===== src/status_pkg.sv =====
`default_nettype none
package status_pkg;

  // ****************************************************
  // Register map
  // ****************************************************
  localparam logic [3:0] first_status_offset  = 4'h1;
  localparam logic [3:0] second_status_offset = 4'h2;
  localparam logic [3:0] error_flags_offset   = 4'h3;

  // ****************************************************
  // Field positions
  // ****************************************************
  localparam int parity_bit       = 0;
  localparam int discard_bit      = 1;
  localparam int enable_valid_bit = 2;
  localparam int fault_a_bit      = 3;
  localparam int fault_b_bit      = 4;
  localparam int mode_lsb         = 5;
  localparam int class_a_bit      = 8;
  localparam int class_b_bit      = 9;
  localparam int inhibit_bit      = 10;
  localparam int violation_bit    = 11;
  localparam int act_bit          = 7;
  localparam int sec_ready_bit    = 6;
  localparam int err_sum_bit      = 11;
  localparam int link_loss_bit    = 2;
  localparam int conv_err_bit     = 6;
  localparam int serial_err_bit   = 8;
  localparam int shoot_err_bit    = 9;
  localparam int en_err_bit       = 10;
  localparam int prim_rst_bit     = 11;
  localparam int ext_rst_bit      = 12;

  // ****************************************************
  // Reset values and constants
  // ****************************************************
  localparam logic [2:0]  mode_reset     = 3'h0;
  localparam logic [2:0]  active_mode    = 3'h4;
  localparam logic [15:0] flags_reset    = 16'h1800;
  localparam logic [15:0] unmapped_word  = 16'h0000;

  typedef enum logic [1:0] {
    clr_none   = 2'b00,
    clr_sticky = 2'b01
  } clear_kind_t;

endpackage : status_pkg
`default_nettype wire


===== src/flag_if.sv =====
`timescale 1ns/1ns
`default_nettype none
interface flag_if;
  logic [15:0] flags;
  logic [15:0] clear_mask;
  logic [4:0]  set_events;
  logic        inhibit_active;
  logic        violation_active;
  logic        sec_ready;
  modport keeper (output flags, input clear_mask, set_events, inhibit_active, violation_active, sec_ready);
  modport owner  (input flags, output clear_mask, set_events, inhibit_active, violation_active, sec_ready);
endinterface : flag_if
`default_nettype wire


===== src/error_flags.sv =====
`timescale 1ns/1ns
`default_nettype none
module error_flags (
  // Clock and reset
  input  wire logic sys_clk,
  input  wire logic srst,
  // Flag group
  flag_if.keeper    fi
);

  typedef struct packed {
    logic [15:0] flags;
  } flags_state_t;

  flags_state_t state_r;
  flags_state_t state_nxt;

  // Event index: 0 ext reset, 1 primary reset, 2 enable, 3 serial, 4 shoot-through
  always_comb begin
    state_nxt = state_r;
    // Hold-off: a clear of bits 9, 6 and 2 is ignored while its cause is still active
    if (fi.clear_mask[status_pkg::ext_rst_bit])
      state_nxt.flags[status_pkg::ext_rst_bit] = 1'b0;
    if (fi.clear_mask[status_pkg::prim_rst_bit])
      state_nxt.flags[status_pkg::prim_rst_bit] = 1'b0;
    if (fi.clear_mask[status_pkg::en_err_bit])
      state_nxt.flags[status_pkg::en_err_bit] = 1'b0;
    if (fi.clear_mask[status_pkg::serial_err_bit])
      state_nxt.flags[status_pkg::serial_err_bit] = 1'b0;
    if (fi.clear_mask[status_pkg::shoot_err_bit] && !fi.inhibit_active)
      state_nxt.flags[status_pkg::shoot_err_bit] = 1'b0;
    if (fi.clear_mask[status_pkg::conv_err_bit] && !fi.violation_active)
      state_nxt.flags[status_pkg::conv_err_bit] = 1'b0;
    if (fi.clear_mask[status_pkg::link_loss_bit] && fi.sec_ready)
      state_nxt.flags[status_pkg::link_loss_bit] = 1'b0;
    // Sets come last so an event in a clear cycle is kept
    if (fi.set_events[0])
      state_nxt.flags[status_pkg::ext_rst_bit] = 1'b1;
    if (fi.set_events[1])
      state_nxt.flags[status_pkg::prim_rst_bit] = 1'b1;
    if (fi.set_events[2])
      state_nxt.flags[status_pkg::en_err_bit] = 1'b1;
    if (fi.set_events[3])
      state_nxt.flags[status_pkg::serial_err_bit] = 1'b1;
    if (fi.set_events[4] || fi.inhibit_active)
      state_nxt.flags[status_pkg::shoot_err_bit] = 1'b1;
    if (fi.violation_active)
      state_nxt.flags[status_pkg::conv_err_bit] = 1'b1;
    if (!fi.sec_ready)
      state_nxt.flags[status_pkg::link_loss_bit] = 1'b1;
    // Reserved and frame bits never stored
    state_nxt.flags[15:13] = 3'h0;
    state_nxt.flags[7]     = 1'b0;
    state_nxt.flags[5:3]   = 3'h0;
    state_nxt.flags[1:0]   = 2'h0;
  end

  always_ff @(posedge sys_clk) begin
    if (srst) begin
      state_r.flags <= status_pkg::flags_reset;
    end else begin
      state_r <= state_nxt;
    end
  end

  assign fi.flags = state_r.flags;

endmodule : error_flags
`default_nettype wire


===== src/primary_status_error_bank.sv =====
// Contract
// Second status bits 7:5 show the active operating mode code.
// Second status bit 4 shows fault B drive request, sticky.
// Second status bit 3 shows fault A drive request, sticky.
// Second status bit 2 is 1 while enable input is judged valid.
// Bit 1 of every word shows whether last message was discarded.
// Bit 0 of every word makes the word odd parity.
// Error bit 12 sets on external hard reset from reset/ready pin.
// Error bit 11 sets on any primary reset event.
// Error bit 10 sets when enable goes valid to invalid.
// Error bit 9 sets on shoot-through error; no clear while inhibit active.
// Error bit 8 sets on any serial interface error.
// Error bit 6 sets on converter violation; no clear while violation stands.
// Error bit 2 sets on link loss; no clear while secondary not ready.
// Error bit 7 is reserved.
// First status error summary is OR of all error bits.
// Converter violation status is OR of undervoltage and overvoltage.
// Secondary ready status reads 1 when secondary is ready.
// Sticky flags hold until host clears them over the serial interface.
`timescale 1ns/1ns
`default_nettype none
module primary_status_error_bank (
  // Clock and reset
  input  wire logic        sys_clk,
  input  wire logic        srst,
  // Register read port from serial interface
  input  wire logic        rd_req,
  input  wire logic [3:0]  rd_addr,
  output var  logic [15:0] rd_data,
  output var  logic        rd_valid,
  // Flag clearing from serial interface
  input  wire logic        clr_req,
  input  wire logic [15:0] clr_mask,
  // Serial message outcome
  input  wire logic        msg_done,
  input  wire logic        msg_discarded,
  // Device state inputs
  input  wire logic [2:0]  active_mode_code,
  input  wire logic        fault_a_request,
  input  wire logic        fault_b_request,
  input  wire logic        class_a_present,
  input  wire logic        class_b_present,
  input  wire logic        shoot_through_inhibit_status,
  input  wire logic        converter_undervoltage,
  input  wire logic        converter_overvoltage,
  input  wire logic        secondary_ready_pin,
  input  wire logic        enable_pin_valid,
  input  wire logic        reset_ready_pin_n,
  input  wire logic        reset_event,
  input  wire logic        serial_error_event,
  input  wire logic        shoot_through_error_event,
  // Status outputs
  output var  logic        error_summary
);

  // ****************************************************
  // State
  // ****************************************************
  typedef struct packed {
    logic [1:0]  en_sync;
    logic [1:0]  rst_sync;
    logic [1:0]  sec_ready_sync;
    logic        en_prev;
    logic        rst_prev;
    logic        enable_input_valid;
    logic        last_message_invalid;
    logic        fault_a_drive_request;
    logic        fault_b_drive_request;
    logic [15:0] rd_data;
    logic        rd_valid;
    logic        error_summary;
  } bank_state_t;

  bank_state_t state_r;
  bank_state_t state_nxt;

  flag_if fi ();

  error_flags u_flags (
    .sys_clk (sys_clk),
    .srst    (srst),
    .fi      (fi.keeper)
  );

  logic        converter_limit_violation;
  logic [15:0] first_word;
  logic [15:0] second_word;
  logic [15:0] error_word;
  logic [15:0] sel_word;

  assign converter_limit_violation = converter_undervoltage | converter_overvoltage;
  assign fi.inhibit_active   = shoot_through_inhibit_status;
  assign fi.violation_active = converter_limit_violation;
  assign fi.sec_ready        = state_r.sec_ready_sync[1];
  assign fi.clear_mask  = clr_req ? clr_mask : 16'h0000;
  assign fi.set_events  = {shoot_through_error_event,
                           serial_error_event,
                           state_r.en_prev & ~state_r.en_sync[1],
                           reset_event | (state_r.rst_prev & ~state_r.rst_sync[1]),
                           state_r.rst_prev & ~state_r.rst_sync[1]};

  // ****************************************************
  // Read words
  // ****************************************************
  always_comb begin
    first_word = 16'h0000;
    first_word[status_pkg::err_sum_bit] = |fi.flags;
    first_word[status_pkg::act_bit]     = (active_mode_code == status_pkg::active_mode);
    first_word[status_pkg::sec_ready_bit] = fi.sec_ready;
    first_word[status_pkg::discard_bit]   = state_r.last_message_invalid;

    second_word = 16'h0000;
    second_word[status_pkg::violation_bit]    = converter_limit_violation;
    second_word[status_pkg::inhibit_bit]      = shoot_through_inhibit_status;
    second_word[status_pkg::class_b_bit]      = class_b_present;
    second_word[status_pkg::class_a_bit]      = class_a_present;
    second_word[status_pkg::mode_lsb+:3]      = active_mode_code;
    second_word[status_pkg::fault_b_bit]      = state_r.fault_b_drive_request;
    second_word[status_pkg::fault_a_bit]      = state_r.fault_a_drive_request;
    second_word[status_pkg::enable_valid_bit] = state_r.enable_input_valid;
    second_word[status_pkg::discard_bit]      = state_r.last_message_invalid;

    error_word = fi.flags;
    error_word[status_pkg::discard_bit] = state_r.last_message_invalid;

    unique case (rd_addr)
      status_pkg::first_status_offset:  sel_word = first_word;
      status_pkg::second_status_offset: sel_word = second_word;
      status_pkg::error_flags_offset:   sel_word = error_word;
      default: begin
        sel_word = status_pkg::unmapped_word;
        sel_word[status_pkg::discard_bit] = state_r.last_message_invalid;
      end
    endcase
    sel_word[status_pkg::parity_bit] = ~(^sel_word[15:1]);
  end

  // ****************************************************
  // Next state
  // ****************************************************
  always_comb begin
    state_nxt = state_r;
    state_nxt.en_sync   = {state_r.en_sync[0], enable_pin_valid};
    state_nxt.rst_sync  = {state_r.rst_sync[0], reset_ready_pin_n};
    state_nxt.sec_ready_sync = {state_r.sec_ready_sync[0], secondary_ready_pin};
    state_nxt.en_prev   = state_r.en_sync[1];
    state_nxt.rst_prev  = state_r.rst_sync[1];
    state_nxt.enable_input_valid = state_r.en_sync[1];
    if (msg_done)
      state_nxt.last_message_invalid = msg_discarded;
    // Sticky requests: set wins over a clear in the same cycle
    if (clr_req && clr_mask[status_pkg::fault_b_bit])
      state_nxt.fault_b_drive_request = 1'b0;
    if (clr_req && clr_mask[status_pkg::fault_a_bit])
      state_nxt.fault_a_drive_request = 1'b0;
    if (fault_b_request)
      state_nxt.fault_b_drive_request = 1'b1;
    if (fault_a_request)
      state_nxt.fault_a_drive_request = 1'b1;
    state_nxt.rd_valid = rd_req;
    state_nxt.rd_data  = rd_req ? sel_word : state_r.rd_data;
    state_nxt.error_summary = |fi.flags;
  end

  always_ff @(posedge sys_clk) begin
    if (srst) begin
      state_r <= '0;
      state_r.rst_sync  <= 2'h3;
      state_r.rst_prev  <= 1'b1;
      state_r.rd_data   <= 16'h0001;
    end else begin
      state_r <= state_nxt;
    end
  end

  assign rd_data       = state_r.rd_data;
  assign rd_valid      = state_r.rd_valid;
  assign error_summary = state_r.error_summary;

endmodule : primary_status_error_bank
`default_nettype wire


===== config.mk =====
export PLATFORM = sky130hd
export DESIGN_NAME = primary_status_error_bank
export DESIGN_NICKNAME = d
export VERILOG_FILES = /design/src/status_pkg.sv /design/src/flag_if.sv /design/src/error_flags.sv /design/src/primary_status_error_bank.sv
export SDC_FILE = /design/constraint.sdc
export NUM_CORES = 1
export LEC_CHECK = 0
export BUFFER_PORTS_ARGS = -buffer_cell sky130_fd_sc_hd__buf_2
export CORE_ASPECT_RATIO = 0.9
export CORE_MARGIN = 4
export CORE_UTILIZATION = 51
export CTS_BUF_LIST = sky130_fd_sc_hd__clkbuf_16
export CTS_CLUSTER_SIZE = 8
export DETAILED_ROUTE_END_ITERATION = 6
export PLACE_DENSITY_LB_ADDON = 0.25
export SLEW_MARGIN = 20
export SYNTH_ARGS = -nofsm -noshare
export SYNTH_HDL_FRONTEND = slang
export SYNTH_SLANG_ARGS = --single-unit

===== constraint.sdc =====
create_clock -name sys_clk -period 3.3 [get_ports sys_clk]
set_clock_uncertainty 0.05 [all_clocks]
set_input_delay 0 -clock sys_clk [delete_from_list [all_inputs] [get_ports sys_clk]]
set_output_delay 0 -clock sys_clk [all_outputs]
set_load 0.01 [all_outputs]

==> results.md, run 1 <==
- The run finished with clean final reports.
- The met3 wire length is roughly 280 um.
- The vertical extent of the die is 60.12 um.
- The worst-case clock buffer depth is 2.
- The cell taking the most area after synthesis is dfxtp_1.
- Summed over its instances, the top area cell type makes up a little over two fifths of the synthesized netlist area.
- The first global-routing pass estimated just under 6000 um of wire.
- For this design the ratio of total power to cell area is around 500 nW/um^2.
- For this block, wires on met1 add up to between 1000 and 1500 um.
- The final-stage net count is 266.
- The die is around 66 um wide.
- The sequential area share after synthesis is between 40% and 50%.
- Setup repair after global routing left no endpoint under its margin.
- The number of antenna violations at the first check in global routing is 0.
- The dominant register cell in the synthesized netlist is dfxtp_1.
- The worst hold-check slack is between 10 and 15 ps.
- For this run, the detailed router's first-pass iteration total came to 4.
- Broken down by cell family, the worst path's largest delay share belongs to compound AO/OA/AOI/OAI gates.
- The register cell area after layout is about 660 sq um.
- By area, the combinational part of the netlist is dominated by simple AND/OR/NAND/NOR gates.
- The post-synthesis share of cell area spent on xor and xnor gates is approximately 4.1%.
- For this configuration, the core starts out at a cell density of a little over half.
- After layout, the worst path uses about three fifths of the clock period.
- The top fanout value on the critical path is 3.
- The synthesized area is 1539 sq um.
- At the later pin of the worst-skew pair, clock insertion delay measures approximately 270 ps.
- The overall power of the completed layout is between 0.9 and 1 mW.
- The repair_antennas step left the layout with diodes totalling 0.
- The logic gate share of total power is about 13%.
- After detailed routing, the number of vias per cell comes to around 5.1.
- Dividing the detail-routed wire length by the instance count gives about 14 um.
- The detailed placer's ending HPWL is between 2000 and 2500 um.
- Once detail routing completed, the nets flagged for antenna violations numbered 0.
- After Yosys synthesis, and, or, nand and nor cells account for between 20% and 30% of the synthesized area.
- The final core area utilization is a little over two thirds.
- The post-synthesis async set-or-reset flop share is 0%.
- The top routing layer in use is met4.
- The synthesis-to-layout area growth is 29.51%.
- The internal power is ~0.75 mW.
- The number of enable-type register cells in the synthesized netlist is 0.
- The total setup violations reported at the end of the flow is 0.
- The count of final max-slew check failures is 0.
- Subtracting the final worst setup slack from the clock period gives between 1500 and 2000 ps.
- The boundary pin count is 60.
- The cell count after synthesis is 173.
- The worst min-delay path class is input port to flip-flop.
- The routed via count is approximately 1400.
- The required arrival time at the worst endpoint is 3460 ps.
- At the end of routability-driven placement, the weighted congestion stood at approximately 0.8.
- The sum of buffers and inverters on the critical path is 0.
- The actual transition at the worst max-transition pin is about 560 ps.
- The largest individual stage delay along the critical path comes from the cell xnor3_1.
- The number of placed instances, taps included, is roughly 240.
- Yosys mapped the design onto 38 distinct sky130hd cell types.
- After filler insertion, the fill cell instance count of the layout stands at 234.
- After clock tree synthesis, the setup repair step added 0 buffers.
- The number of design rule violations left after detail routing is 0.
- The core region is 2815 sq um.
- The delay of the slowest critical-path stage is ~450 ps.
- In this run, CTS created clock tree buffers numbering 5.
- Summed over all cells, the static leakage comes to roughly 0.9 nW.
- Summing all placed instances gives a cell area of 1675 sq um.
- The Yosys step of the flow raised 0 warnings.
- The relative slew slack is a little over three fifths.
- The fraction of power consumed by the clock network is 43.7%.
- Net switching is between 20% and 30% of the power.
- Clock-pin slew was measured on the worst setup and hold paths at roughly 50 ps.
- The number of global-route vias before repair is 1302.
- The number of clock sinks is 33.
- The register share of total power is 43.7%.
- The area of all placed cells without fillers is between 1500 and 2000 sq um.
- The number of core rows is 18.
- After the first detailed-routing iteration, the DRC count stood at roughly 110.
- The die covers roughly 4000 sq um.
- The flip-flop and latch count after synthesis is 33.
- The setup slack after placement is 1304 ps.
- For this run the aggregate overflow at the end of global routing stands at 0.
- The number of gates resized after CTS was 0.
- The final instance count without filler cells is approximately 270.
- The H-tree was split into 2 levels.
- Summing the areas of all fa, ha and maj instances in the mapped netlist gives 0% of the synthesized area.
- At the worst endpoint, the arrival time is around 2200 ps.
- The final setup TNS is 0 ps.
- STA classifies the critical path endpoint as a flip-flop.
- The multiplexer fraction of the synthesized cell area is 6.667%.
- The maximum achievable frequency is 0.5031 GHz.
- The met2 wire length is 1811 um.
- The number of hold-slack violations in the final timing report is 0.
- Entering global routing, the biggest net connects 34 pins.
- The mean instance size in the synthesized netlist is 8.896 sq um.
- The tree is rooted in a clkbuf_16.
- Summing the areas of all compound-gate instances in the mapped netlist gives between 10% and 20% of the synthesized area.
- The number of maximum-capacitance constraint violations is 0.
- After layout, the worst setup slack is about 1300 ps.
- The clock tree from TritonCTS is yes.
- Buffers placed on the I/O ports in this run total 49.
- The critical path is of the flip-flop to flip-flop type.
- The aggregate global-route resource usage is 20.02%.
- IR analysis of the VDD net gives a maximum drop of 0.4151 mV.
- By area the synthesized netlist is led by dfxtp_1 (43%), buf_4 (8.3%), a21oi_1 (5.5%), mux2i_1 (5.2%), nor2_1 (4.4%).
- In the final layout, the share of cells above drive strength 1 is between 20 and 30%.
- The area taken by multi-input logic gates is slightly above 700 sq um.
- Walking the worst path, the cells encountered are xnor3_1, o2111a_1, a211o_1, a21o_1, a211oi_1, nand3b_1.
- The final routed wirelength across all metal layers is between 3000 and 4000 um.
- The switching power total is 0.2226 mW.
- The type of origin of the critical path is a flip-flop.
==> sequential cells by signal (all words and copies together), names as in the netlist <==
name and count:
error_word 1, state_r 1, state_nxt 5, u_flags.fi.flags 7, rd_valid 1, rd_data 13, second_word 3, fi.sec_ready 1
error_summary 1
==> final cells by class <==
class                      instances  area share, %
multi-input combinational        116          35.91
tap                               40          2.511
timing repair buffer              67          21.34
clock inverter                     3         0.6277
sequential                        33          33.15
inverter                           1         0.1883
clock buffer                       5          6.277
==> per-layer routing <==
metal | GRT usage [%] | vias up
met3 | 5.827 | 9
met5 | 0 | -
met2 | 32.29 | 52
met1 | 23.22 | 607
li1 | - | 684
met4 | 13.02 | 0
==> cell usage in the layout, fill, tap and decap left out, types with 2 or more instances in the layout <==
cell type      instances
a21oi_1               17
dlygate4sd3_1         18
mux2_2                 2
a211o_1                2
o21ai_0                2
dfxtp_1               33
buf_2                 49
a211oi_1               3
xnor3_1                2
nand2_1               16
nand4_1                2
mux2i_1                8
nand3_1                6
nor4_1                 2
clkbuf_16              5
conb_1                 3
nor2b_1                8
xnor2_1                2
nand2b_1               2
nor3_1                 3
nor2_1                18
or2_2                  4
clkinv_1               3
==> power groups by stage <==
stage	registers, mW	logic [mW]	clock network (mW)
after global placement	0.433	0.100	0
final	0.426	0.123	0.427
after global routing	0.428	0.136	0.452
after detailed placement	0.434	0.103	0
after CTS	0.426	0.121	0.436
after floorplan	0.431	0.0746	0
==> logic make-up after synthesis <==
logic type | after synthesis
AOI/OAI and AO/OA | 31
xor gates and xnor gates | 4
buffers and inverters | 26
other | 1
DFF | 33
muxes | 10
and+or+nand+nor | 68
==> synthesized netlist by cell type, types with 3 or more instances <==
| cell type | instances |
|---|---|
| dfxtp_1 | 33 |
| clkbuf_1 | 6 |
| or2_2 | 4 |
| nor2_1 | 18 |
| a21oi_1 | 17 |
| nand3_1 | 6 |
| nand2_1 | 16 |
| nor2b_1 | 8 |
| a211oi_1 | 3 |
| nor3_1 | 3 |
| mux2i_1 | 8 |
| buf_4 | 17 |
==> final timing paths <==
kind | start | endpoint | slack, ps | cells after the start
max | second_word[4] | rd_data[0] | 1310 | 6
min | active_mode_code[0] | rd_data[5] | 10 | 3
max reg2reg | second_word[4] | rd_data[0] | 1310 | 6
min reg2reg | state_nxt[27] | state_nxt[22] | 360 | 1
==> tightest hold or removal path: stages <==
cell     delay (ps)
buf_2           120
nand3_1         100
a21oi_1          70
==> what timing repair did <==
item	in CTS	in global routing
hold endpoints to repair	12	0
hold buffers	18	0
setup endpoints to repair	0	0
(Power assumes the default switching activity.)
==> run 2, diff against run 1 <==
- ABC_AREA: default -> 1
- CORE_UTILIZATION: 51 -> 49
- clock period: 3.3 -> 2.1 ns (I/O delays scaled with it)
==> results.md, run 2 <==
- The total setup violations reported at the end of the flow came to 0 (unchanged).
- The final setup TNS is 0 ps (unchanged).
- The mean instance size in the synthesized netlist was 6.581 sq um (was 8.896 sq um).
- The flip-flop count of the largest register, all copies and words added is 13 (unchanged).
- The aggregate global-route resource usage is 19.11% (was 20.02%).
- The top-area cell type share of the netlist area is 39.52% (was 42.93%).
- The number of port buffers was 49 (unchanged).
- The number of core rows is 19 (was 18).
- The boundary pin count is 60 (unchanged).
- The initial core utilization was 52.87% (was 54.67%).
- The final instance count without filler cells is 353 (was 265).
- The total number of yosys warnings is 0 (unchanged).
- The number of maximum-capacitance constraint violations was 0 (unchanged).
- The sequential area share after synthesis is 39.52% (was 42.93%).
- The number of hold-slack violations in the final timing report was 0 (unchanged).
- The number of enable-type register cells in the synthesized netlist is 0 (unchanged).
- The clock tree from TritonCTS is yes (unchanged).
- The number of design rule violations left after detail routing is 0 (unchanged).
- The count of final max-slew check failures was 0 (unchanged).
- The routed via count is 1671 (was 1352).
- The antenna diode instance count is 0 (unchanged).
- The synthesized area is 1672 sq um (was 1539 sq um).
- The routability congestion estimate from global placement is 0.7603 (was 0.7825).
- The share of final-layout standard cells stronger than drive strength 1 was 20.26% (was 27.56%).
- The capturing element type of the critical path is a flip-flop (unchanged).
- The type of origin of the critical path is an input port (was flip-flop).
- The flip-flop and latch count after synthesis is 33 (unchanged).
- The cell leakage power is 1.207 nW (was 0.8876 nW).
- The remaining number of nets flagged by the antenna check after routing was 0 (unchanged).
- The detailed placer's ending HPWL was 2637 um (was 2426 um).
- The most common cell in the netlist was nand2_1 (was dfxtp_1).
- The floorplan die area was 4411 sq um (was 3962 sq um).
- The number of buffers added by the clock tree synthesis step is 5 (unchanged).
- The category of the most critical setup path is input port to flip-flop (was flip-flop to flip-flop).
- The required arrival time at the worst endpoint is 2210 ps (was 3460 ps).
- Dividing the final minimum period by the clock period gives between 80 and 90%.
- The maximum number of pins on one net before global-route repair is 24 (was 34).
- The iteration-0 DRC count of the detailed router is 56 (was 113).
- The number of gates resized after CTS is 0 (unchanged).
- The register cell area after layout was 660.6 sq um (unchanged).
- The maximum achievable frequency is approximately 0.55 GHz.
- The number of global-route vias before repair was 1530 (was 1302).
- The power density relative to cell area came to 769.8 nW/um^2 (was 489.4 nW/um^2).
- The most common library cell in the layout ignoring fill and taps is nand2_1 (was buf_2).
- The cell count after synthesis came to 254 (was 173).
- The clock insertion delay at the later pin of the skew report is 270 ps (about the same).
- The detailed-routing iteration count for the pre-antenna-repair pass is 4 (unchanged).
- The register-to-register setup slack is 640 ps (was 1310 ps).
- The vias per cell is 4.734 (was 5.102).
- The worst min-delay path class is input port to flip-flop (unchanged).
- The register containing the most flip-flops in the final layout was rd_data (unchanged).
- Top post-synthesis cells by count: nand2_1 (67), inv_1 (39), dfxtp_1 (33), nor2_1 (31), nand3_1 (21) (was dfxtp_1 (33), nor2_1 (18), a21oi_1 (17), buf_4 (17), nand2_1 (16)).
- The clock transition at the registers of the reported paths came to 50 ps (about the same).
- The clock period minus worst slack is 1817 ps.
- The average wire per standard cell is 11.17 um (was 13.62 um).
- The synthesis-to-layout area growth is 31.36% (was 29.51%).
- Cell types occupying the most area after synthesis: dfxtp_1 (40%), nand2_1 (15%), inv_1 (8.8%), buf_4 (7.6%), nor2_1 (7.0%) (was dfxtp_1 (43%), buf_4 (8.3%), a21oi_1 (5.5%), mux2i_1 (5.2%), nor2_1 (4.4%)).
- The H-tree depth reported by CTS is 2 (unchanged).
- The number of distinct standard cells referenced by the synthesized netlist is 20 (was 38).
- The dominant register cell in the synthesized netlist was dfxtp_1 (unchanged).
- The vertical extent of the die is 63.41 um (was 60.12 um).
- Commonest cells after routing, fill and taps aside: nand2_1 (67), buf_2 (49), inv_1 (39), dfxtp_1 (33), nor2_1 (31) (was buf_2 (49), dfxtp_1 (33), nor2_1 (18), dlygate4sd3_1 (18), a21oi_1 (17)).
- The first-pass GRT wire length is 6630 um (was 5885 um).
- The layout filler cell count is 279 (was 234).
- RSZ-0062 raised after global routing: no (unchanged).
- The top fanout value on the critical path is 1 (was 3).
- Run status: completed (unchanged).
- The worst-case clock buffer depth came to 2 (unchanged).
- The root buffer cell was clkbuf_16 (unchanged).
- The number of antenna violations at the first check in global routing was 0 (unchanged).
- The cell taking the most area after synthesis is dfxtp_1 (unchanged).
- The total global routing overflow is 0 (unchanged).
- The area taken by multi-input logic gates is 709.4 sq um (was 715.7 sq um).
- The die width was 69.57 um (was 65.91 um).
- The number of clock sinks is 33 (unchanged).
- The data arrival time at the worst-slack endpoint was 1930 ps (was 2150 ps).
- The placed instance count is 325 (was 239).
- The final-stage net count is 353 (was 266).
- The post-synthesis async set-or-reset flop share is 0% (unchanged).
- The core area came to 3162 sq um (was 2815 sq um).
- The final routed wirelength across all metal layers came to 3944 um (was 3609 um).
- The peak supply drop is 0.5192 mV (was 0.4151 mV).
run 2: what timing repair did:
item / CTS / global route
hold buffers: 21 / 0
hold endpoints to repair: 13 / 0
buffers inserted: 0 / 0
run 2: cell families (layout without fill, tap and decap cells):
family	count (synthesis)	after routing	synth area share, %
compound gates	29	29	9.357
buf+inv	63	118	18.49
flops	33	33	39.52
other cells	1	3	0.2243
simple gates	128	128	32.41
run 2: stage by stage:
step                      utilization, %  instance area (sq um)  worst slack [ps]  hold slack [ps]  total power [mW]
final                              69.45                   2196             283.0            42.48             1.690
after global routing               69.45                   2196             207.0            85.12             1.763
after CTS                          69.45                   2196             340.5            28.94             1.704
after detailed placement           57.74                   1826             550.9            130.7            0.8741
after global placement             57.74                   1826             563.3            129.1            0.8697
after floorplan                        -                   1679             807.8            38.39            0.8252
run 2: area by class of cell:
| class | instances | share of cell area (%) |
|---|---|---|
| flip-flops and latches | 33 | 30.09 |
| repair buffers | 71 | 21.08 |
| multi-input cells | 160 | 32.31 |
| clock buffers | 5 | 5.698 |
| well taps | 42 | 2.393 |
| clock inverters | 2 | 1.595 |
| inverters | 40 | 6.838 |
run 2: critical path, cell delays in order:
cell	delay, ps
dlygate4sd3_1	530
buf_2	120
nor2_1	100
dlygate4sd3_1	560
a21oi_1	60
dlygate4sd3_1	560
run 2: power by group:
group | switching, mW | total, mW | internal, mW
combinational | 0.117 | 0.220 | 0.103
sequential | 0.0182 | 0.680 | 0.661
clock | 0.242 | 0.791 | 0.549
run 2: final timing paths:
path                                                 from              endpoint  depth (start not counted)
worst min-delay path                              clr_req  u_flags.fi.flags[12]                          4
worst max register to register       u_flags.fi.flags[10]            rd_data[0]                         12
worst max-delay path            shoot_through_error_event   u_flags.fi.flags[9]                          6
worst min register to register              state_nxt[29]         state_nxt[21]                          2
run 2: layer usage:
metal | wire (um) | GRT usage [%] | up-vias
met1 | 1703 | 22.19 | 729
li1 | - | - | 878
met4 | 77 | 7.317 | 0
met2 | 1882 | 31.55 | 54
met5 | 0 | 0 | -
met3 | 280 | 7.631 | 10
